[src/deh_regs.svh]
// Register offsets, field positions, reset values and widths for the drawing host control block
`ifndef DEH_REGS_SVH
`define DEH_REGS_SVH
`define DEH_ADDR_W 16
`define DEH_OFS_STAT_CTRL 16'h42E8
`define DEH_OFS_FUNC_CTRL 16'h4AE8
`define DEH_OFS_CUR_Y 16'h82E8
`define DEH_OFS_CUR_X 16'h86E8
`define DEH_OFS_IRQ_MASK 16'hF000
`define DEH_OFS_SYS_CFG 16'hF004
`define DEH_EV_N 4
`define DEH_STAT_PLANE_BIT 7
`define DEH_EN_LSB 8
`define DEH_RST_LSB 14
`define DEH_FC_ADV_BIT 0
`define DEH_FC_DEPTH_BIT 2
`define DEH_FC_LIN_BIT 4
`define DEH_FC_MASK 16'h0015
`define DEH_CFG_ACCESS_BIT 0
`define DEH_CFG_GIE_BIT 1
`define DEH_CFG_MEMLIN_BIT 2
`define DEH_CFG_EXT_LSB 4
`define DEH_CFG_RESET 16'h0000
`define DEH_CTRL_RESET 16'h0000
`define DEH_COORD_W 12
`endif

[src/deh_pkg.sv]
// Types shared by the drawing host control block
package deh_pkg;
	typedef enum logic [1:0] {
		DEH_ENG_KEEP,
		DEH_ENG_RUN,
		DEH_ENG_RESET,
		DEH_ENG_RSVD
	} deh_eng_cmd_e;
	typedef logic [15:0] deh_word_t;
endpackage

[src/deh_evt_if.sv]
// Event flag bundle between register file and flag bank
`timescale 1ns/1ps
interface deh_evt_if #(parameter int N = 4);
	logic [N-1:0] set;
	logic [N-1:0] clr;
	logic [N-1:0] flags;
	modport ctrl (output set, output clr, input flags);
	modport bank (input set, input clr, output flags);
endinterface

[src/deh_flag_bank.sv]
// Sticky event flags, set wins over clear
`timescale 1ns/1ps
module deh_flag_bank #(
	parameter int N = 4
) (
	input wire logic clk, // clock
	input wire logic rst, // async reset
	deh_evt_if.bank ev // set, clear and flag state
);
	logic [N-1:0] flag_q;
	logic [N-1:0] flag_d;
	genvar i;
	generate
		for (i = 0; i < N; i++) begin : g_flag
			always_comb begin
				flag_d[i] = ev.set[i] | (flag_q[i] & ~ev.clr[i]);
			end
		end
	endgenerate
	always_ff @(posedge clk or posedge rst) begin
		if (rst) begin
			flag_q <= '0;
		end else begin
			flag_q <= flag_d;
		end
	end
	assign ev.flags = flag_q;
endmodule

[src/deh_host_ctrl.sv]
// Host control and status registers of the 2D drawing engine
//
// Summary of operation
// - Status bits 0-3 report four engine events
// - Status bit 7 shows 4 or 8 bit planes while config extension field is 00, else reads 0
// - Shared address reads status, writes control
// - Writing one clears matching status bit
// - Bits 8-11 enable interrupts under global enable
// - Bits 15-14: keep, enable, hold reset, reserved
// - Function bit 0 selects advanced modes
// - Function bit 2 selects advanced pixel depth
// - Linear enable is OR of two bits
// - Current Y write sets, read returns engine
// - Current X write sets, read returns engine
// - Drawing registers accessible only with config bit 0
`timescale 1ns/1ps
`include "deh_regs.svh"
module deh_host_ctrl #(
	parameter int CW = `DEH_COORD_W
) (
	input wire logic clk, // clock, 20 MHz
	input wire logic rst, // async reset, active high
	input wire logic [15:0] addr, // register byte address
	input wire logic [15:0] wdata, // write data
	input wire logic wr, // write strobe
	input wire logic rd, // read strobe
	output logic [15:0] rdata, // read data, one cycle after rd
	input wire logic ev_vsync, // vertical sync event pulse
	input wire logic ev_busy, // engine busy event pulse
	input wire logic ev_overflow, // command queue overflow pulse
	input wire logic ev_empty, // command queue empty pulse
	input wire logic eng_pos_we, // engine updates its position
	input wire logic [CW-1:0] eng_x, // engine present X
	input wire logic [CW-1:0] eng_y, // engine present Y
	input wire logic eight_bit_planes, // 8-bit plane organisation
	output logic irq, // level interrupt
	output logic engine_soft_reset, // engine held in reset
	output logic engine_enable, // engine enabled
	output logic advanced_modes_select, // advanced/non-planar modes
	output logic advanced_pixel_depth, // 8 or more bits per pixel
	output logic linear_addressing_enable, // effective linear enable
	output logic [CW-1:0] start_x, // programmed start X
	output logic [CW-1:0] start_y, // programmed start Y
	output logic start_x_load, // pulse on start X write
	output logic start_y_load // pulse on start Y write
);
	localparam int N = `DEH_EV_N;
	deh_evt_if #(.N(N)) ev ();
	deh_flag_bank #(.N(N)) u_flags (
		.clk(clk),
		.rst(rst),
		.ev(ev)
	);

	logic [N-1:0] en_q, en_d;
	deh_pkg::deh_eng_cmd_e eng_q, eng_d;
	logic [15:0] func_q, func_d;
	logic [15:0] cfg_q, cfg_d;
	logic [CW-1:0] cx_q, cx_d, cy_q, cy_d;
	logic [15:0] rdata_q, rdata_d;
	logic irq_q, irq_d;
	logic lx_q, lx_d, ly_q, ly_d;
	logic srst_q, srst_d, eena_q, eena_d;
	logic adv_q, adv_d, dep_q, dep_d, lin_q, lin_d;
	logic wr_sc, wr_fc, wr_cy, wr_cx, wr_mask, wr_cfg;
	logic access_ok;
	logic hit_sc, hit_fc, hit_cy, hit_cx, hit_mask, hit_cfg;
	logic [15:0] status_w;
	logic gie;

	// Drawing registers vanish from the map unless config allows them
	assign access_ok = cfg_q[`DEH_CFG_ACCESS_BIT];
	assign gie = cfg_q[`DEH_CFG_GIE_BIT];

	always_comb begin
		hit_sc = 1'b0;
		hit_fc = 1'b0;
		hit_cy = 1'b0;
		hit_cx = 1'b0;
		hit_mask = 1'b0;
		hit_cfg = 1'b0;
		if (addr == `DEH_OFS_SYS_CFG) begin
			hit_cfg = 1'b1;
		end else if (addr == `DEH_OFS_IRQ_MASK) begin
			hit_mask = 1'b1;
		end else if (access_ok && addr == `DEH_OFS_STAT_CTRL) begin
			hit_sc = 1'b1;
		end else if (access_ok && addr == `DEH_OFS_FUNC_CTRL) begin
			hit_fc = 1'b1;
		end else if (access_ok && addr == `DEH_OFS_CUR_Y) begin
			hit_cy = 1'b1;
		end else if (access_ok && addr == `DEH_OFS_CUR_X) begin
			hit_cx = 1'b1;
		end
	end

	always_comb begin
		status_w = 16'h0000;
		status_w[N-1:0] = ev.flags;
		// Plane count only meaningful while the extension field is 00b
		status_w[`DEH_STAT_PLANE_BIT] = eight_bit_planes
			& (cfg_q[`DEH_CFG_EXT_LSB+1:`DEH_CFG_EXT_LSB] == 2'b00);
	end

	// Write strobes qualified by the decoded register
	always_comb begin
		wr_sc = wr & hit_sc;
		wr_fc = wr & hit_fc;
		wr_cy = wr & hit_cy;
		wr_cx = wr & hit_cx;
		wr_mask = wr & hit_mask;
		wr_cfg = wr & hit_cfg;
	end

	// An event in the same cycle as its clear wins in the flag bank
	always_comb begin
		ev.set = {ev_empty, ev_overflow, ev_busy, ev_vsync};
		ev.clr = '0;
		if (wr_sc) begin
			ev.clr = wdata[N-1:0];
		end
	end

	// Enables live in the control word and are mirrored at the mask address
	always_comb begin
		en_d = en_q;
		if (wr_sc) begin
			en_d = wdata[`DEH_EN_LSB+N-1:`DEH_EN_LSB];
		end else if (wr_mask) begin
			en_d = wdata[N-1:0];
		end
	end

	always_ff @(posedge clk or posedge rst) begin
		if (rst) begin
			en_q <= '0;
		end else begin
			en_q <= en_d;
		end
	end

	// Field 00 keeps the engine as is; reserved 11 is treated the same
	always_comb begin
		eng_d = eng_q;
		if (wr_sc) begin
			case (wdata[`DEH_RST_LSB+1:`DEH_RST_LSB])
				2'b01: eng_d = deh_pkg::DEH_ENG_RUN;
				2'b10: eng_d = deh_pkg::DEH_ENG_RESET;
				default: eng_d = eng_q;
			endcase
		end
		srst_d = (eng_d == deh_pkg::DEH_ENG_RESET);
		eena_d = (eng_d == deh_pkg::DEH_ENG_RUN);
	end

	always_ff @(posedge clk or posedge rst) begin
		if (rst) begin
			eng_q <= deh_pkg::DEH_ENG_KEEP;
			srst_q <= 1'b0;
			eena_q <= 1'b0;
		end else begin
			eng_q <= eng_d;
			srst_q <= srst_d;
			eena_q <= eena_d;
		end
	end

	// Reserved function bits are held at zero whatever is written
	always_comb begin
		func_d = func_q;
		if (wr_fc) begin
			func_d = wdata & `DEH_FC_MASK;
		end
	end

	always_ff @(posedge clk or posedge rst) begin
		if (rst) begin
			func_q <= `DEH_CTRL_RESET;
		end else begin
			func_q <= func_d;
		end
	end

	// Config stays decoded so software can always reopen the map
	always_comb begin
		cfg_d = cfg_q;
		if (wr_cfg) begin
			cfg_d = wdata;
		end
	end

	always_ff @(posedge clk or posedge rst) begin
		if (rst) begin
			cfg_q <= `DEH_CFG_RESET;
		end else begin
			cfg_q <= cfg_d;
		end
	end

	// Mode pins follow the next register values so they change with them
	always_comb begin
		adv_d = func_d[`DEH_FC_ADV_BIT];
		dep_d = func_d[`DEH_FC_DEPTH_BIT];
		lin_d = func_d[`DEH_FC_LIN_BIT] | cfg_d[`DEH_CFG_MEMLIN_BIT];
	end

	always_ff @(posedge clk or posedge rst) begin
		if (rst) begin
			adv_q <= 1'b0;
			dep_q <= 1'b0;
			lin_q <= 1'b0;
		end else begin
			adv_q <= adv_d;
			dep_q <= dep_d;
			lin_q <= lin_d;
		end
	end

	// A host write wins over an engine update in the same cycle
	always_comb begin
		cx_d = cx_q;
		cy_d = cy_q;
		lx_d = 1'b0;
		ly_d = 1'b0;
		if (eng_pos_we) begin
			cx_d = eng_x;
			cy_d = eng_y;
		end
		if (wr_cy) begin
			cy_d = wdata[CW-1:0];
			ly_d = 1'b1;
		end
		if (wr_cx) begin
			cx_d = wdata[CW-1:0];
			lx_d = 1'b1;
		end
	end

	always_ff @(posedge clk or posedge rst) begin
		if (rst) begin
			cx_q <= '0;
			cy_q <= '0;
			lx_q <= 1'b0;
			ly_q <= 1'b0;
		end else begin
			cx_q <= cx_d;
			cy_q <= cy_d;
			lx_q <= lx_d;
			ly_q <= ly_d;
		end
	end

	always_comb begin
		rdata_d = 16'h0000;
		if (rd) begin
			if (hit_sc) begin
				rdata_d = status_w;
			end else if (hit_fc) begin
				rdata_d = func_q;
			end else if (hit_cy) begin
				rdata_d = {{(16-CW){1'b0}}, cy_q};
			end else if (hit_cx) begin
				rdata_d = {{(16-CW){1'b0}}, cx_q};
			end else if (hit_mask) begin
				rdata_d = {{(16-N){1'b0}}, en_q};
			end else if (hit_cfg) begin
				rdata_d = cfg_q;
			end
		end
	end

	// Read data stands for the one cycle after the strobe
	always_ff @(posedge clk or posedge rst) begin
		if (rst) begin
			rdata_q <= 16'h0000;
		end else begin
			rdata_q <= rdata_d;
		end
	end

	// Global enable gates every source
	always_comb begin
		irq_d = gie & |(ev.flags & en_q);
	end

	always_ff @(posedge clk or posedge rst) begin
		if (rst) begin
			irq_q <= 1'b0;
		end else begin
			irq_q <= irq_d;
		end
	end

	assign rdata = rdata_q;
	assign irq = irq_q;
	assign engine_soft_reset = srst_q;
	assign engine_enable = eena_q;
	assign advanced_modes_select = adv_q;
	assign advanced_pixel_depth = dep_q;
	assign linear_addressing_enable = lin_q;
	assign start_x = cx_q;
	assign start_y = cy_q;
	assign start_x_load = lx_q;
	assign start_y_load = ly_q;
endmodule

[config.mk]
export PLATFORM = sky130hd
export DESIGN_NAME = deh_host_ctrl
export DESIGN_NICKNAME = d
export VERILOG_FILES = /design/src/deh_pkg.sv /design/src/deh_evt_if.sv /design/src/deh_flag_bank.sv /design/src/deh_host_ctrl.sv
export VERILOG_INCLUDE_DIRS = /design/src /design/src/src
export SDC_FILE = /design/constraint.sdc
export NUM_CORES = 1
export LEC_CHECK = 0
export BUFFER_PORTS_ARGS = -buffer_cell sky130_fd_sc_hd__buf_2
export CORE_MARGIN = 3
export CORE_UTILIZATION = 46
export CTS_CLUSTER_DIAMETER = 120
export DETAILED_ROUTE_END_ITERATION = 7
export PLACE_DENSITY_LB_ADDON = 0.05
export SLEW_MARGIN = 40
export SYNTH_ARGS = -nofsm -noshare
export SYNTH_HDL_FRONTEND = slang
export SYNTH_SLANG_ARGS = --single-unit
[constraint.sdc]
create_clock -name clk -period 3.2 [get_ports clk]
set_clock_uncertainty 0.15 [all_clocks]
set_input_delay 0.32 -clock clk [delete_from_list [all_inputs] [get_ports clk]]
set_output_delay 0.32 -clock clk [all_outputs]
set_load 0.05 [all_outputs]
==> results.cfg, run 1 <==
[clock_tree]
cts_root_buffer = clkbuf_8
numCtsBuffers = 9
htreeDepth = 3
clkLatencyLatePin_ps = 350
clkTransAtPathRegs_ps = 80
cts_sinks = 75
cts_resized = 0
tritoncts = done
clockBufferDepth = 2

[place]
dp.cells = 544
post-dp-hpwl_mm = 6.77
portBuffers = 113
place_congestion = 0.829

[global_route]
grt.total_usage = 0.208
grt_max_degree = 42
grt_pass1_vias = 2914
grt_antenna_before_repair = 0
grt.overflow.total = 0
grt_pass1_wl_mm = 14.3

[routing]
drtIter0Drc = 114
dr.pass1.iters = 4
totalWireLength_mm = 9.26
met1Wirelength_mm = 4.18
ant_nets = 0
wl_met3_um = 635
wire_per_inst_um = 16.5
met2_length_mm = 4.39
drc = 0
vias = 2989
viasPerCell = 5.32
top_layer = met4

[pwr]
p_sw_frac = 0.287
switching_power_mw = 0.616
vdd_drop_max_v = 0.000286
cellInternalPower_mw = 1.53
seqPwrFrac = 0.468
power_leakage_nw = 2.31
comb_power_share = 0.153
p_clk_frac = 0.379
p_per_area_mw_per_mm2 = 468

[setup_path]
reg2reg_to = start_y[0]$_DFFE_PP0P_
r2r_setup_slack_ps = 1090
path_delay_family = simple AND/OR/NAND/NOR gates
ff2ff_path_depth = 4
start_kind = input port
critPathBufInv = 1
crit_path_top_delay_cell = or3b_4
timing.rr.start = cfg_q[0]$_DFFE_PP0P_
worstPathArrival_ps = 2210
crit_path_end_kind = flip-flop
worst-path-stages = 6
crit_chain = buf_2 > or3b_4 > nor3b_2 > nand3_1 > nor2_4 > mux2_2
required_ps = 3280
max_stage_delay_ps = 480
path_max_fanout = 16
crit_type = in2reg

[synthesis]
syn_nets = 410
synthCells = 342
ys_async_sr_fraction = 1.00
synth_top_area_share = 0.509
ys_types = 46
synth_seq_cells = 75
synth-edff-count = 0
ys_warn_count = 0
synthFlopType = dfrtp_1
synthTopCellsByArea = dfrtp_1, mux2i_1, mux2_2
synth.yosys.seq_area_share = 0.509
netlist_area_mm2 = 0.00369
synth_top_cell_by_area = dfrtp_1
syn_area_per_cell_um2 = 10.8

[cells_and_area]
drive_gt1_frac = 0.365
area_growth_pct = 24.1
nNetsFinal = 523
insertedDiodeCount = 0
layoutNonFillerInstCount = 562

[die]
core_mm2 = 0.00777
die_area_mm2 = 0.00913
die_height_um = 95.5
row_count = 32
die_w_um = 95.5
num_io_pins = 114
initial_core_util = 0.475

[min_path]
hold_end = u_flags.ev.flags[1]$_DFF_PP0_
worstHoldPathType = in2reg
min_delay_path_depth = 2
min_from = ev_busy

[timing]
fmax_mhz = 470
finalSetupViolations = 0
slew_violations = 0
period_needed_ps = 2130
rsz0062_at_grt = no
hold_viol = 0
slew-limit-headroom = 0.500
setup_tns_ps = 0
worstMarginPinSlew_ps = 750
fin_hold_ws_ps = 14.8
fin_crit_sh = 0.665

[run_status]
outcome = finished clean

[run]
maxCapViolations = 0
[cells by family after synthesis]
group                    count (synthesis)  share of synthesized area
AO/OA/AOI/OAI                           65                      0.105
adder cells (fa/ha/maj)                  2                    0.00679
buffers and inverters                   24                     0.0346
flip-flops                              75                      0.509
multiplexers                            61                      0.172
AND/OR/NAND/NOR                        115                      0.172
[cells in the final DEF, fill, tap and decap left out, types with 2 or more instances in the layout]
| cell type | count |
|---|---|
| and3_1 | 5 |
| clkbuf_8 | 9 |
| a21oi_2 | 2 |
| a22oi_1 | 2 |
| o211ai_1 | 5 |
| buf_2 | 113 |
| buf_4 | 5 |
| a21o_1 | 4 |
| nor3_1 | 4 |
| nor2_1 | 42 |
| o22ai_1 | 5 |
| nand4_1 | 7 |
| mux2_2 | 19 |
| o21a_1 | 6 |
| inv_6 | 2 |
| nand3_1 | 4 |
| or4_2 | 2 |
| nor2_2 | 2 |
| bufinv_16 | 2 |
| nor2b_1 | 4 |
| o21ai_0 | 9 |
| dfrtp_1 | 75 |
| nand2b_1 | 6 |
| a21oi_1 | 30 |
| mux2i_1 | 42 |
| inv_1 | 4 |
| nor4bb_1 | 4 |
| clkinv_2 | 2 |
| dlygate4sd3_1 | 2 |
| nor3b_1 | 3 |
| nand2_1 | 18 |
| ha_1 | 2 |
[area by class of cell]
class                   count  area (um^2)
clock buffers               9          124
clock inverters             7         98.8
fillers                   699         3190
inverters                   5         20.0
multi-input cells         243         1690
flip-flops and latches     75         1880
well taps                 102          128
repair buffers            121          643
[registers in the layout (all words and copies together), names as in the netlist, 2 cells and up]
signal	cells
eng_q	2
func_q	3
en_q	4
start_y	12
start_x	12
cfg_q	16
u_flags.ev.flags	4
rdata	16
[power by group through the flow]
stage               sequential, mW  combinational, mW  clock [mW]
CTS                           1.00              0.331       0.825
detailed placement            1.02              0.328           0
finish                        1.00              0.327       0.812
global route                  1.01              0.353       0.867
floorplan                     1.13              0.106           0
global placement              1.02              0.326           0
[layer usage]
metal | GRT usage | up-vias
met5 | 0 | -
met4 | 0.0521 | 0
met3 | 0.0505 | 6
met2 | 0.342 | 94
met1 | 0.275 | 1449
li1 | - | 1440
[synthesized netlist by cell type (all sizes together) (2+ instances only)]
master  number
or3b         2
nor3b        4
mux2i       42
nand2b       6
nor4bb       4
ha           2
nor2b        4
inv          5
dfrtp       75
o211ai       5
and3         5
clkbuf       9
nor3         4
o21ai        9
buf         10
o22ai        5
nand3        5
nor2        45
or2          2
a22oi        2
or4          2
a21oi       32
nand4        7
o21a         6
a21o         4
mux2        19
nor4         2
nand2       18
[worst max-delay path by stage]
stage | startpoint | end | slack (ps)
after floorplan | rst | cfg_q[0]$_DFFE_PP0P_ | 820
final | addr[10] | eng_q[0]$_DFF_PP0_ | 1070
after global placement | addr[4] | start_x[2]$_DFFE_PP0P_ | 720
after detailed placement | addr[4] | start_x[8]$_DFFE_PP0P_ | 680
after CTS | addr[4] | start_x[8]$_DFFE_PP0P_ | 1050
after global routing | addr[4] | start_x[0]$_DFFE_PP0P_ | 970
[worst reg2reg max path, delay by kind of cell (launching register included)]
kind	cells	cell delay, ps
simple gates	3	1380
flops	1	400
compound gates	1	50
[timing repair]
action	4_1_cts	5_1_grt
setup endpoints to repair	0	0
hold endpoints to repair	35	0
setup buffers	0	0
hold buffers	2	0
[metrics by stage]
stage	setup WS, ps	util	area [um^2]	total power, mW
floorplan	820	-	3690	1.23
global placement	719	0.557	4330	1.35
detailed placement	677	0.557	4330	1.35
CTS	1050	0.589	4570	2.16
global route	966	0.589	4580	2.23
finish	1070	0.589	4580	2.14
(Power assumes the default switching activity.)
==> run 2, diff against run 1 <==
==> constraint.sdc (replaced) <==
create_clock -name clk -period 2 [get_ports clk]
set_clock_uncertainty 0.15 [all_clocks]
set_input_delay 0.2 -clock clk [delete_from_list [all_inputs] [get_ports clk]]
set_output_delay 0.2 -clock clk [all_outputs]
set_load 0.05 [all_outputs]
==> run 2 against run 1 <==
  * Cell area is 8.9% higher
  * Sequential share of layout area is 3.3 points lower
  * Largest power group unchanged
  * Non-clock buffer count is 45 higher
  * Register-to-register slack worse by 960 ps
  * Clock power is 35% higher
  * Count of clock-buffer cells in the layout is 2 higher
  * Die area stayed put
==> results.cfg, run 2 (same netlist as run 1, synthesis figures left out) <==
[place]
placed_area_mm2 = 0.00446
place_congestion = 0.927
post-dp-hpwl_mm = 6.80
portBuffers = 113

[setup_path]
worstPathArrival_ps = 1960
start_kind = flip-flop
path_max_fanout = 5
max_stage_delay_ps = 410
crit_path_top_delay_cell = dfrtp_1
required_ps = 2090
timing.rr.start = cfg_q[0]$_DFFE_PP0P_
reg2reg_to = linear_addressing_enable$_DFF_PP0_
crit_path_end_kind = flip-flop
ff2ff_path_depth = 5
crit_chain = and4b_1 > nand4_1 > nor2_1 > mux2_2 > or2_1
r2r_setup_slack_ps = 130
crit_type = reg2reg

[clock_tree]
cts_root_buffer = clkbuf_8
clkTransAtPathRegs_ps = 80
tritoncts = done
postCtsSetupRepairBufs = 0
htreeDepth = 3
clkLatencyLatePin_ps = 360
cts_sinks = 75
clockBufferDepth = 2
numCtsBuffers = 9

[cells_and_area]
fillerInstances = 680
area_growth_pct = 35.1
ff_latch_area_mm2 = 0.00188
final_common_cell = buf_2
multiInputGateArea_mm2 = 0.00168
nNetsFinal = 568
insertedDiodeCount = 0
design_area_mm2 = 0.00498
drive_gt1_frac = 0.356
layout_common_cells = buf_2, dfrtp_1, nor2_1, mux2i_1, dlygate4sd3_1

[timing]
finalSetupViolations = 0
fin_crit_sh = 0.934
worstMarginPinSlew_ps = 430
slew-limit-headroom = 0.714
fmax_mhz = 535
rsz0062_at_grt = no
fin_hold_ws_ps = 2.66
period_needed_ps = 1870
slew_violations = 0
hold_viol = 0
setup_tns_ps = 0

[global_route]
grt_antenna_before_repair = 0
grt.overflow.total = 0
grt_pass1_vias = 3061
grt.total_usage = 0.220
grt_pass1_wl_mm = 15.0
grt_max_degree = 76

[die]
row_count = 32
num_io_pins = 114
die_height_um = 95.5
core_mm2 = 0.00777
die_area_mm2 = 0.00913
die_w_um = 95.5
initial_core_util = 0.475

[routing]
drc = 0
drtIter0Drc = 134
vias = 3150
ant_nets = 0
totalWireLength_mm = 9.59
viasPerCell = 5.19
wire_per_inst_um = 15.8
dr.pass1.iters = 4

[pwr]
vdd_drop_max_v = 0.000390
power_leakage_nw = 2.49
p_per_area_mw_per_mm2 = 659

[run_status]
outcome = finished clean

[min_path]
min_delay_path_depth = 3
hold_end = start_y[6]$_DFFE_PP0P_
worstHoldPathType = in2reg
min_from = eng_y[6]

[run]
maxCapViolations = 0
## run 2: power by group
group	leakage [nW]	total, mW	internal (mW)	switching, mW
sequential	0.973	1.60	1.56	0.0404
clock	0.0880	1.10	0.520	0.583
combinational	1.43	0.577	0.211	0.366
## run 2: through the flow
step	setup WS (ps)	total power [mW]	utilization	instances
floorplan	9.16	1.97	-	342
global placement	56.2	2.16	0.575	558
detailed placement	35.7	2.17	0.575	558
CTS	125	3.32	0.641	607
global route	12.1	3.43	0.641	607
finish	132	3.28	0.641	607
## run 2: how the worst max path moves through the flow
stage | startpoint | to | slack, ps
final | cfg_q[0]$_DFFE_PP0P_ | linear_addressing_enable$_DFF_PP0_ | 130
after global routing | cfg_q[0]$_DFFE_PP0P_ | linear_addressing_enable$_DFF_PP0_ | 10
after floorplan | addr[10] | eng_q[0]$_DFF_PP0_ | 9
after detailed placement | addr[4] | linear_addressing_enable$_DFF_PP0_ | 40
after global placement | addr[4] | start_x[2]$_DFFE_PP0P_ | 60
after CTS | cfg_q[0]$_DFFE_PP0P_ | linear_addressing_enable$_DFF_PP0_ | 120
## run 2: area by class of cell
type                       instances  share of cell area
sequential                        75               0.377
tap                              102              0.0256
clock inverter                     5             0.00728
multi-input combinational        243               0.338
timing repair buffer             166               0.218
inverter                           5             0.00452
clock buffer                      11              0.0304
## run 2: layer usage
metal / part of all wire / track usage
met1: 0.45 / 0.288
met2: 0.47 / 0.350
met3: 0.062 / 0.0584
met4: 0.018 / 0.0829
met5: 0 / 0
## run 2: repair_timing
item,4_1_cts,5_1_grt
resized for setup,0,0
endpoints found under the hold margin,110,0
endpoints found under the setup margin,0,0
hold buffers,33,0
## run 2: worst max-delay path: cells and delay by family, from the launching register on
family           cells  cell delay, ps
multiplexers         1             360
AND/OR/NAND/NOR      4             840
flip-flops           1             410
==> run 3, diff against run 2 <==
--- a/config.mk
+++ b/config.mk
@@ -12,6 +12,7 @@
 export CTS_CLUSTER_DIAMETER = 120
 export DETAILED_ROUTE_END_ITERATION = 7
 export PLACE_DENSITY_LB_ADDON = 0.05
+export REMOVE_ABC_BUFFERS = 1
 export SLEW_MARGIN = 40
 export SYNTH_ARGS = -nofsm -noshare
 export SYNTH_HDL_FRONTEND = slang
==> run 3 against run 2 <==
  * The flow now finishes with violations (negative hold slack)
  * Sequential share of layout area is 0.18 points higher
  * Flip-flop and latch count stayed put
  * Non-clock buffer count stayed put
  * Via count is 1.8% higher
  * Critical path type unchanged
  * Critical endpoint is now start_x[9]$_DFFE_PP0P_
==> results.cfg, run 3 (same netlist as run 1, synthesis figures left out) <==
[setup_path]
path_max_fanout = 14
required_ps = 2090
crit_type = reg2reg
crit_path_top_delay_cell = or4_1
worstPathArrival_ps = 1970
start_kind = flip-flop
crit_path_end_kind = flip-flop
crit_chain = nand4b_1 > or4_1 > buf_4 > nor2_1 > a21oi_1
max_stage_delay_ps = 620
ff2ff_path_depth = 5

[cells_and_area]
layout_common_cells = buf_2, dfrtp_1, nor2_1, mux2i_1, dlygate4sd3_1
final_common_cell = buf_2
insertedDiodeCount = 0
drive_gt1_frac = 0.360
nNetsFinal = 568
layoutNonFillerInstCount = 607
area_growth_pct = 34.4
fillerInstances = 660

[timing]
worstMarginPinSlew_ps = 432
finalSetupViolations = 0
slew_violations = 0
fmax_mhz = 532
fin_ws_ps = 119
slew-limit-headroom = 0.712
hold_viol = 1
period_needed_ps = 1880
rsz0062_at_grt = no
fin_crit_sh = 0.940
fin_hold_ws_ps = -1.46

[clock_tree]
postCtsHoldBufs = 31
clockBufferDepth = 2
cts_resized = 0
tritoncts = done
cts_root_buffer = clkbuf_8
cts_sinks = 75
clkTransAtPathRegs_ps = 90
clkLatencyLatePin_ps = 360
postCtsSetupRepairBufs = 0
htreeDepth = 3
numCtsBuffers = 9

[routing]
vias = 3207
dr.pass1.iters = 4
drtIter0Drc = 115
drc = 0
ant_nets = 0
viasPerCell = 5.28
totalWireLength_mm = 9.73
wire_per_inst_um = 16.0

[min_path]
min_delay_path_depth = 3
worstHoldPathType = in2reg

[global_route]
grt_antenna_before_repair = 0
grt.overflow.total = 0
grt_pass1_vias = 3173
grt_pass1_wl_mm = 15.6
grt_max_degree = 76
grt.total_usage = 0.223

[run_status]
violations = negative hold slack
outcome = finished, violations left

[die]
initial_core_util = 0.475
core_mm2 = 0.00777
die_w_um = 95.5
row_count = 32
num_io_pins = 114
die_area_mm2 = 0.00913
die_height_um = 95.5

[place]
post-dp-hpwl_mm = 6.84
dp.cells = 560
portBuffers = 113
place_congestion = 0.891
preCtsSetupSlack_ps = -4.61

[pwr]
power_leakage_nw = 2.49
p_per_area_mw_per_mm2 = 660
vdd_drop_max_v = 0.000446

[run]
maxCapViolations = 0
run 3: cell type report:
| class | count | area, um^2 | share of cell area |
|---|---|---|---|
| flip-flops and latches | 75 | 1880 | 0.379 |
| multi-input cells | 243 | 1680 | 0.339 |
| repair buffers | 166 | 1070 | 0.215 |
| clock buffers | 10 | 138 | 0.0278 |
| well taps | 102 | 128 | 0.0257 |
| clock inverters | 6 | 47.5 | 0.00959 |
| inverters | 5 | 18.8 | 0.00379 |
run 3: final timing paths:
check / from / to / slack, ps
worst min-delay path: eng_x[11] / start_x[11]$_DFFE_PP0P_ / -1
max in group asynchronous: rst / start_y[10]$_DFFE_PP0P_ / 1060
worst min register to register: cfg_q[15]$_DFFE_PP0P_ / cfg_q[15]$_DFFE_PP0P_ / 330
worst max-delay path: cfg_q[0]$_DFFE_PP0P_ / start_x[9]$_DFFE_PP0P_ / 120
worst max register to register: cfg_q[0]$_DFFE_PP0P_ / start_x[9]$_DFFE_PP0P_ / 120
min in group asynchronous: rst / engine_enable$_DFF_PP0_ / 320
run 3: critical path: cells and delay by family, from the launching register on:
| family | cells | cell delay [ps] |
|---|---|---|
| AND/OR/NAND/NOR | 3 | 910 |
| AO/OA/AOI/OAI | 1 | 50 |
| flip-flops | 1 | 420 |
| buffers and inverters | 1 | 240 |
run 3: routing by layer:
layer / part of all wire / GRT usage / vias to the layer above
met3: 0.063 / 0.0434 / 11
met5: 0 / 0 / -
met1: 0.44 / 0.298 / 1547
li1: - / - / 1541
met4: 0.010 / 0.0628 / 0
met2: 0.48 / 0.369 / 108
run 3: through the flow:
stage	area [um^2]	hold WS [ps]	power, mW	util	TNS (ps)
floorplan	3580	123	1.94	-	-20180
global placement	4460	169	2.16	0.574	0
detailed placement	4460	169	2.17	0.574	-4.61
CTS	4960	0.861	3.30	0.638	0
global route	4960	10.8	3.41	0.638	0
finish	4960	-1.46	3.27	0.638	0
run 3: power by group:
part,internal [mW],switching (mW),total (mW)
Combinational,0.210,0.367,0.577
Sequential,1.56,0.0387,1.60
Clock,0.495,0.595,1.09
